## src/verilog/clk_ctl_pkg.sv

```systemverilog
// Constants and carrier types for the clock gating and chip reset control block.
// Assumes model-specific register accesses arrive as one-cycle requests on the core clock.
package clk_ctl_pkg;

  localparam int unsigned NUM_CLK  = 47;
  localparam int unsigned NUM_REQ  = 46;
  localparam int unsigned PLL_BIT  = 46;
  localparam int unsigned DLY_W    = 24;
  localparam int unsigned SPARE_HI = 23;
  localparam int unsigned REV_W    = 8;

  localparam logic [31:0] ADDR_CLOCK_KILL_MASK       = 32'h5170_0010;
  localparam logic [31:0] ADDR_CLOCK_REQUEST_STATUS  = 32'h5170_0011;
  localparam logic [31:0] ADDR_DEBUG_CLOCK_STOP_MASK = 32'h5170_0012;
  localparam logic [31:0] ADDR_SLEEP_MONITOR_MASK    = 32'h5170_0013;
  localparam logic [31:0] ADDR_SYSTEM_RESET_CONTROL  = 32'h5170_0014;
  localparam logic [31:0] ADDR_DEBUG_CLOCK_CONTROL   = 32'h5170_0016;
  localparam logic [31:0] ADDR_SILICON_REVISION_ID   = 32'h5170_0017;

  localparam logic [63:0] RST_CLOCK_KILL_MASK       = 64'h0;
  localparam logic [63:0] RST_DEBUG_CLOCK_STOP_MASK = 64'h0;
  localparam logic [63:0] RST_SLEEP_MONITOR_MASK    = 64'h0;
  localparam logic [63:0] RST_DEBUG_CLOCK_CONTROL   = 64'h2;

  // Bit position of the whole-device reset trigger
  localparam int unsigned CHIP_RESET_BIT = 0;

  // Delay count unit in PCI clock cycles
  localparam int unsigned DLY_UNIT_PCI = 16;
  localparam logic [3:0]  DLY_PRE_LAST = 4'(DLY_UNIT_PCI - 1);

  typedef struct packed {
    logic        valid;
    logic        write;
    logic [31:0] addr;
    logic [63:0] wdata;
  } msr_req_t;

  typedef enum logic [3:0] {
    SLP_IDLE  = 4'b0001,
    SLP_WAIT  = 4'b0010,
    SLP_ACK   = 4'b0100,
    SLP_GATED = 4'b1000
  } sleep_state_t;

endpackage

```

## src/verilog/clock_gate_and_chip_reset_ctl.sv

```systemverilog
// Clock kill, clock request status, sleep acknowledge and chip reset control.
// Assumes functional blocks drive their clock requests synchronous to i_core_clk and that
// i_pci_tick is a one-cycle pulse per PCI clock cycle.
//
// Summary of operation
// [RQ1] Each set kill mask bit stops its clock at once, unconditionally.
// [RQ2] Software uses the kill mask only for debug, never in normal operation.
// [RQ3] Status bit 46 reads the inverse of kill mask bit 46 (PHY PLL).
// [RQ4] Status bits 45..0 read 1 while the block requests its clock.
// [RQ5] Status shows the request only, even when the clock is killed.
// [RQ6] Status bits 63..47 always read zero.
// [RQ7] Without delay gating, suspend acknowledge stays high while any monitored clock is still requested, until a nonzero delay times out.
// [RQ8] When all monitored clocks go idle, suspend acknowledge is asserted low.
// [RQ9] Software keeps delay gating select clear when relying on the monitor mask.
// [RQ10] Writing 1 to reset bit 0 resets the whole device and this register.
// [RQ11] Chip reset excludes the boundary-scan test logic; everything else resets.
// [RQ12] A write setting the chip reset bit never gets a write response.
// [RQ13] Reset register bits 23..1 are plain storage; software writes zero.
// [RQ14] Reset register bits 63..24 always read zero.
// [RQ15] Revision register gives an 8-bit read-only code in the low byte.
// [RQ16] Software never writes the two debug test registers.
// [RQ17] With delay gating selected, gate after the delay, ignoring the monitor mask.
// [RQ18] Without delay gating, a nonzero delay times out the wait for idle clocks.
// [RQ19] Delay counts are in units of sixteen PCI clock cycles.
module clock_gate_and_chip_reset_ctl #(
  parameter logic [7:0] REVISION = 8'h00  // Arbitrary value
) (
  input  wire logic                  i_core_clk,
  input  wire logic                  i_rst,
  input  wire clk_ctl_pkg::msr_req_t i_msr,
  output logic                       o_msr_rsp,
  output logic [63:0]                o_msr_rdata,
  input  wire logic [45:0]           i_clk_req,
  input  wire logic [45:0]           i_pm_clk_disable,
  input  wire logic                  i_delay_gating_select,
  input  wire logic [23:0]           i_gating_delay,
  input  wire logic                  i_pci_tick,
  input  wire logic                  i_sleep_req,
  output logic                       o_suspend_ack_n,
  output logic [46:0]                o_clk_run,
  output logic                       o_chip_reset
);

  logic [46:0]               kill;
  logic [63:0]               stop_mask;
  logic [45:0]               sleep_monitor_bits;
  logic [63:0]               dbg_ctl;
  logic [22:0]               rst_spare;
  logic [46:0]               next_kill;
  logic [63:0]               next_stop_mask;
  logic [45:0]               next_sleep_monitor_bits;
  logic [63:0]               next_dbg_ctl;
  logic [22:0]               next_rst_spare;
  logic                      next_msr_rsp;
  logic [63:0]               next_msr_rdata;
  logic                      next_chip_reset;
  logic                      rd;
  logic                      wr;
  logic                      chip_rst_wr;
  logic [63:0]               status;

  clk_ctl_pkg::sleep_state_t state;
  clk_ctl_pkg::sleep_state_t next_state;
  logic [3:0]                pre;
  logic [3:0]                next_pre;
  logic [23:0]               dly_cnt;
  logic [23:0]               next_dly_cnt;
  logic                      unit_tick;
  logic                      monitored_busy;

  assign rd          = i_msr.valid && !i_msr.write;
  assign wr          = i_msr.valid && i_msr.write;
  assign chip_rst_wr = wr && (i_msr.addr == clk_ctl_pkg::ADDR_SYSTEM_RESET_CONTROL)
                       && i_msr.wdata[clk_ctl_pkg::CHIP_RESET_BIT];
  // Request bits pass straight through, the PLL bit is the inverted kill bit
  assign status = {17'h0, ~kill[clk_ctl_pkg::PLL_BIT], i_clk_req}; // [RQ3] [RQ4] [RQ5] [RQ6]

  // Register file
  always_comb begin
    next_kill               = kill;
    next_stop_mask          = stop_mask;
    next_sleep_monitor_bits = sleep_monitor_bits;
    next_dbg_ctl            = dbg_ctl;
    next_rst_spare          = rst_spare;
    next_msr_rsp            = i_msr.valid && !chip_rst_wr; // [RQ12]
    next_msr_rdata          = 64'h0;
    next_chip_reset         = chip_rst_wr; // [RQ10]
    if (wr) begin
      unique case (i_msr.addr)
        clk_ctl_pkg::ADDR_CLOCK_KILL_MASK:       next_kill = i_msr.wdata[46:0];
        clk_ctl_pkg::ADDR_DEBUG_CLOCK_STOP_MASK: next_stop_mask = i_msr.wdata;
        clk_ctl_pkg::ADDR_SLEEP_MONITOR_MASK:    next_sleep_monitor_bits = i_msr.wdata[45:0];
        clk_ctl_pkg::ADDR_SYSTEM_RESET_CONTROL:  next_rst_spare = i_msr.wdata[23:1]; // [RQ13]
        clk_ctl_pkg::ADDR_DEBUG_CLOCK_CONTROL:   next_dbg_ctl = i_msr.wdata;
        default: ;
      endcase
    end
    if (rd) begin
      unique case (i_msr.addr)
        clk_ctl_pkg::ADDR_CLOCK_KILL_MASK:       next_msr_rdata = {17'h0, kill};
        clk_ctl_pkg::ADDR_CLOCK_REQUEST_STATUS:  next_msr_rdata = status;
        clk_ctl_pkg::ADDR_DEBUG_CLOCK_STOP_MASK: next_msr_rdata = stop_mask;
        clk_ctl_pkg::ADDR_SLEEP_MONITOR_MASK:    next_msr_rdata = {18'h0, sleep_monitor_bits};
        clk_ctl_pkg::ADDR_SYSTEM_RESET_CONTROL:  next_msr_rdata = {40'h0, rst_spare, 1'b0}; // [RQ14]
        clk_ctl_pkg::ADDR_DEBUG_CLOCK_CONTROL:   next_msr_rdata = dbg_ctl;
        clk_ctl_pkg::ADDR_SILICON_REVISION_ID:   next_msr_rdata = {56'h0, REVISION}; // [RQ15]
        default:                                 next_msr_rdata = 64'h0;
      endcase
    end
    // Chip reset returns every register here to its reset value
    if (o_chip_reset) begin
      next_kill               = clk_ctl_pkg::RST_CLOCK_KILL_MASK[46:0]; // [RQ10] [RQ11]
      next_stop_mask          = clk_ctl_pkg::RST_DEBUG_CLOCK_STOP_MASK;
      next_sleep_monitor_bits = clk_ctl_pkg::RST_SLEEP_MONITOR_MASK[45:0];
      next_dbg_ctl            = clk_ctl_pkg::RST_DEBUG_CLOCK_CONTROL;
      next_rst_spare          = 23'h0;
      next_msr_rsp            = 1'b0;
      next_msr_rdata          = 64'h0;
      next_chip_reset         = 1'b0;
    end
  end

  always_ff @(posedge i_core_clk or posedge i_rst) begin
    if (i_rst) begin
      kill               <= clk_ctl_pkg::RST_CLOCK_KILL_MASK[46:0];
      stop_mask          <= clk_ctl_pkg::RST_DEBUG_CLOCK_STOP_MASK;
      sleep_monitor_bits <= clk_ctl_pkg::RST_SLEEP_MONITOR_MASK[45:0];
      dbg_ctl            <= clk_ctl_pkg::RST_DEBUG_CLOCK_CONTROL;
      rst_spare          <= 23'h0;
      o_msr_rsp          <= 1'b0;
      o_msr_rdata        <= 64'h0;
      o_chip_reset       <= 1'b0;
    end else begin
      kill               <= next_kill;
      stop_mask          <= next_stop_mask;
      sleep_monitor_bits <= next_sleep_monitor_bits;
      dbg_ctl            <= next_dbg_ctl;
      rst_spare          <= next_rst_spare;
      o_msr_rsp          <= next_msr_rsp;
      o_msr_rdata        <= next_msr_rdata;
      o_chip_reset       <= next_chip_reset;
    end
  end

  // Sleep sequencing
  assign monitored_busy = |(i_clk_req & sleep_monitor_bits);
  assign unit_tick      = i_pci_tick && (pre == clk_ctl_pkg::DLY_PRE_LAST); // [RQ19]

  always_comb begin
    next_state   = state;
    next_pre     = pre;
    next_dly_cnt = dly_cnt;
    if (i_pci_tick) begin
      next_pre = pre + 4'h1;
    end
    if (unit_tick && dly_cnt != 24'h0) begin
      next_dly_cnt = dly_cnt - 24'h1;
    end
    unique case (state)
      clk_ctl_pkg::SLP_IDLE: begin
        next_pre     = 4'h0;
        next_dly_cnt = i_gating_delay;
        if (i_sleep_req) begin
          next_state = i_delay_gating_select ? clk_ctl_pkg::SLP_ACK : clk_ctl_pkg::SLP_WAIT; // [RQ17]
        end
      end
      clk_ctl_pkg::SLP_WAIT: begin
        if (!i_sleep_req) begin
          next_state = clk_ctl_pkg::SLP_IDLE;
        end else if (!monitored_busy) begin
          next_state = clk_ctl_pkg::SLP_GATED; // [RQ8]
        end else if (i_gating_delay != 24'h0 && dly_cnt == 24'h0) begin
          next_state = clk_ctl_pkg::SLP_GATED; // [RQ18]
        end
      end
      clk_ctl_pkg::SLP_ACK: begin
        if (!i_sleep_req) begin
          next_state = clk_ctl_pkg::SLP_IDLE;
        end else if (dly_cnt == 24'h0) begin
          next_state = clk_ctl_pkg::SLP_GATED; // [RQ17]
        end
      end
      clk_ctl_pkg::SLP_GATED: begin
        if (!i_sleep_req) begin
          next_state = clk_ctl_pkg::SLP_IDLE;
        end
      end
    endcase
    if (o_chip_reset) begin
      next_state = clk_ctl_pkg::SLP_IDLE;
    end
  end

  always_ff @(posedge i_core_clk or posedge i_rst) begin
    if (i_rst) begin
      state   <= clk_ctl_pkg::SLP_IDLE;
      pre     <= 4'h0;
      dly_cnt <= 24'h0;
    end else begin
      state   <= next_state;
      pre     <= next_pre;
      dly_cnt <= next_dly_cnt;
    end
  end

  // Acknowledge is low in the delay phase and once gated; held high while waiting
  assign o_suspend_ack_n = !(state == clk_ctl_pkg::SLP_ACK || state == clk_ctl_pkg::SLP_GATED); // [RQ7]

  // Kill mask overrides everything; PM gating applies only once gated
  assign o_clk_run = ~kill & ~((state == clk_ctl_pkg::SLP_GATED) ? {1'b0, i_pm_clk_disable}
                                                                  : 47'h0); // [RQ1]
endmodule

```

## config.mk

```make
export PLATFORM = sky130hd
export DESIGN_NAME = clock_gate_and_chip_reset_ctl
export DESIGN_NICKNAME = d
export VERILOG_FILES = /design/src/verilog/clk_ctl_pkg.sv /design/src/verilog/clock_gate_and_chip_reset_ctl.sv
export SDC_FILE = /design/constraint.sdc
export NUM_CORES = 1
export LEC_CHECK = 0
export CORE_MARGIN = 2
export CORE_UTILIZATION = 51
export CTS_CLUSTER_SIZE = 10
export DETAILED_ROUTE_END_ITERATION = 10
export DONT_BUFFER_PORTS = 1
export GPL_TIMING_DRIVEN = 1
export PLACE_DENSITY = 0.74
export RECOVER_POWER = 100
export SLEW_MARGIN = 20
export SYNTH_ARGS = -nofsm -noshare
export SYNTH_HDL_FRONTEND = slang
export SYNTH_SLANG_ARGS = --single-unit
```

## constraint.sdc

```tcl
create_clock -name i_core_clk -period 11.51 [get_ports i_core_clk]
set_input_delay 0 -clock i_core_clk [delete_from_list [all_inputs] [get_ports i_core_clk]]
set_output_delay 0 -clock i_core_clk [all_outputs]
set_load 0.05 [all_outputs]
```

==> results.md <==
- GRT Total Usage: 0.319
- DRC viols: 0
- Data arrival, critical path: 6.39 ns
- DP Area: approximately 16000 um^2
- Final nets: roughly 2100
- Vias per cell: roughly 6.3
- Syn Area/Cell: roughly 9.5 um^2
- Post-synthesis sequential area ratio: 0.518
- Placement Rows: 65
- Adder-cell share of the synthesized area: 0.00227
- Switching share of power: 0.283
- Final Critical Period: roughly 6 ns
- CTS tree: yes
- Die W: between 150 and 200 um
- Commonest non-fill, non-tap cell in the layout: nand2_1
- Via count: approximately 15000
- Leak Pwr: around 8.3 nW
- Worst-path clk slew: about 0.060 ns
- Ys flop type: dfrtp_1
- R2R Setup Slk: 5.48 ns
- Tcrit/Tclk final: 0.524
- Most frequent cells in the layout: nand2_1 (484), dfrtp_1 (340), a21oi_1 (261), dlygate4sd3_1 (214), nor2_1 (120)
- Slew @ Worst Pin: 5.18 ns
- Delay of the slowest critical-path stage: ~2.8 ns
- Largest family of logic cells by synthesized area: simple AND/OR/NAND/NOR gates
- Worst Skew: approximately 0.011 ns
- Yosys warns: 0
- Synth unique cells: 56
- Drt total wl: between 50 and 60 mm
- Post-synth EDFFs: 0
- Max Slew Vio Count: 319
- Peak supply drop: 0.114 mV
- Root Buffer Master: clkbuf_16
- Setup CP Type: reg2reg
- Failing checks: capacitance limit, slew limit
- Hold endpoint: kill[44]
- GP Congestion: 0.881
- Post-DRT Antenna Nets: 0
- Share of total power in the clock network: 0.394
- Max-capacitance violation count: 5
- Syn Nets: a little under 2000
- CTS resizes: 0
- Achievable clock frequency: 0.166 GHz
- RSZ-0062 raised after global routing: false
- Hold Crit Start: i_msr[97]
- IO Count: roughly 330
- Vias in the first global route: 14300
- Bufs on Longest Clock Path: 3
- R2R depth: 4
- Hpwl dp: around 33 mm
- Post-synthesis compound-gate area fraction: 0.149
- CTS Buf Count: 40
- Launching point of the worst reg2reg path: o_chip_reset
- Crit path max fanout: 88
- Cell Area, Synth: 16500 um^2
- Die area: 33900 um^2
- Worst Hold Class: in2reg
- Hold path depth: 5
- GRT Residual Overflow: 0
- PortBufs: 0
- Clk_lat worst skew: 0.52 ns
- Total setup buffers inserted after CTS: 0
- Pin count of the biggest net entering global routing: about 160
- CP Cell Sequence: clkbuf_1 > buf_4 > buf_4 > nor2_1
- Simple-gate portion of the synthesized area: 0.182
- Post-route cell area: roughly 20000 um^2
- Synth async-reset ratio: 1.00
- PwrDens: ~150 nW/um^2
- Global-route wire length before repair: about 83 mm
- Clock sink total: 342
- Initial DRC count: between 1000 and 1500
- Die Span Y: roughly 180 um
- Reg power frac: 0.457
- Core ar.: around 32000 um^2
- Setup_tns: 0 ns
- Relative slew slack: -2.48
- Initial Util: 0.521
- Pint: around 0.0021 W
- Flops & latches, synth: between 300 and 400
- TritonRoute pass-1 iters: 7
- Outcome: complete, but fails checks
- Most frequent CP cell: buf_4
- XOR/XNOR share of the synthesized area: 0.0122
- Reg2reg end: kill[17]
- Critical Path Sink Type: flip-flop
- Final Util: 0.622
- Worst EP required: about 12 ns
- Initial antenna violation count: 5
- Switch Pwr: 0.000816 W
- Combinational power share: 0.150
- Max stage delay cell, worst path: clkbuf_1
- H-tree levels: 2
- Layout cells sized above 1: 0.0751
- Drt wl/cell: between 20 and 25 um
- Post-synthesis mux area share: 0.0884
- Hold Vio Cnt, Final: 0
- Layout area overhead: 19.4%
- Critical path launch point type: flip-flop
- Synth Instances: ~1700
- Final setup fails: 0
- Tot Pwr: 0.00288 W
[per-stage QoR]
step	cells	hold slack, ns	setup slack [ns]
2_1_floorplan	1740	0.0608	2.03
3_3_place_gp	2028	0.0530	8.13
3_5_place_dp	2028	0.0584	8.07
4_1_cts	2304	0.00163	8.04
5_1_grt	2308	0.0647	5.27
6_report	2311	0.0391	5.48
[state kept, by name, indices dropped and copies added, names as in the netlist]
name                flops
kill                   47
o_msr_rdata            64
o_chip_reset            1
dbg_ctl                64
o_msr_rsp               1
rst_spare              23
pre                     4
sleep_monitor_bits     46
state                   4
dly_cnt                24
stop_mask              64
[cells in the mapped netlist (23+ instances only)]
| cell type | n | area (um^2) |
|---|---|---|
| a21oi_2 | 24 | 210 |
| nor2_1 | 120 | 450 |
| a21oi_1 | 251 | 1260 |
| buf_6 | 27 | 304 |
| mux2_2 | 25 | 282 |
| dfrtp_1 | 340 | 8510 |
| a22oi_1 | 48 | 360 |
| clkbuf_1 | 75 | 282 |
| mux2i_1 | 66 | 661 |
| nand2_1 | 484 | 1820 |
| mux4_2 | 23 | 518 |
| o21ai_0 | 33 | 165 |
[power by group through the flow]
stage	Clock, W	Sequential [W]	Combinational, W
after detailed placement	0	0.00134	0.000361
after floorplan	0	0.00132	0.000321
after global placement	0	0.00133	0.000351
final	0.00114	0.00132	0.000432
after CTS	0.00115	0.00132	0.000433
after global routing	0.00120	0.00132	0.000468
[what timing repair did]
action,in CTS,in global routing
setup endpoints to repair,0,0
endpoints found under the hold margin,457,0
hold buffers,216,0
[per-layer routing]
metal | vias up | wire length (um) | GRT usage
li1 | 6317 | - | -
met1 | 7181 | 20800 | 0.419
met2 | 971 | 25700 | 0.511
met3 | 168 | 6120 | 0.0830
met4 | 0 | 2150 | 0.124
met5 | - | 0 | 0
[final cells by class]
type	instances	area (um^2)
multi-input cells	1253	7140
repair buffers	236	2340
flip-flops and latches	342	8560
inverters	12	46.3
fillers	2491	12000
well taps	402	503
clock buffers	60	1120
diodes	6	15.0
[critical path, delay by kind of cell, from the launching register on]
kind | cells | cell delay (ns)
buffers and inverters | 3 | 4.77
flip-flops | 1 | 0.80
AND/OR/NAND/NOR | 1 | 0.15
[cell families after synthesis]
group / Yosys count
buffers and inverters: 145
AO/OA/AOI/OAI: 410
flip-flops: 342
adder cells (fa/ha/maj): 3
multiplexers: 114
XOR/XNOR: 23
AND/OR/NAND/NOR: 703
[worst max-delay path by stage]
stage          cells past startpoint         end  slack [ns]          from
2_1_floorplan                      1  dbg_ctl[0]        2.03         i_rst
3_3_place_gp                       4    kill[17]        8.13  o_chip_reset
3_5_place_dp                       4    kill[17]        8.07  o_chip_reset
4_1_cts                            4    kill[17]        8.04  o_chip_reset
5_1_grt                            4    kill[17]        5.27  o_chip_reset
6_report                           4    kill[17]        5.48  o_chip_reset
Power figures use the tool's default switching activity.
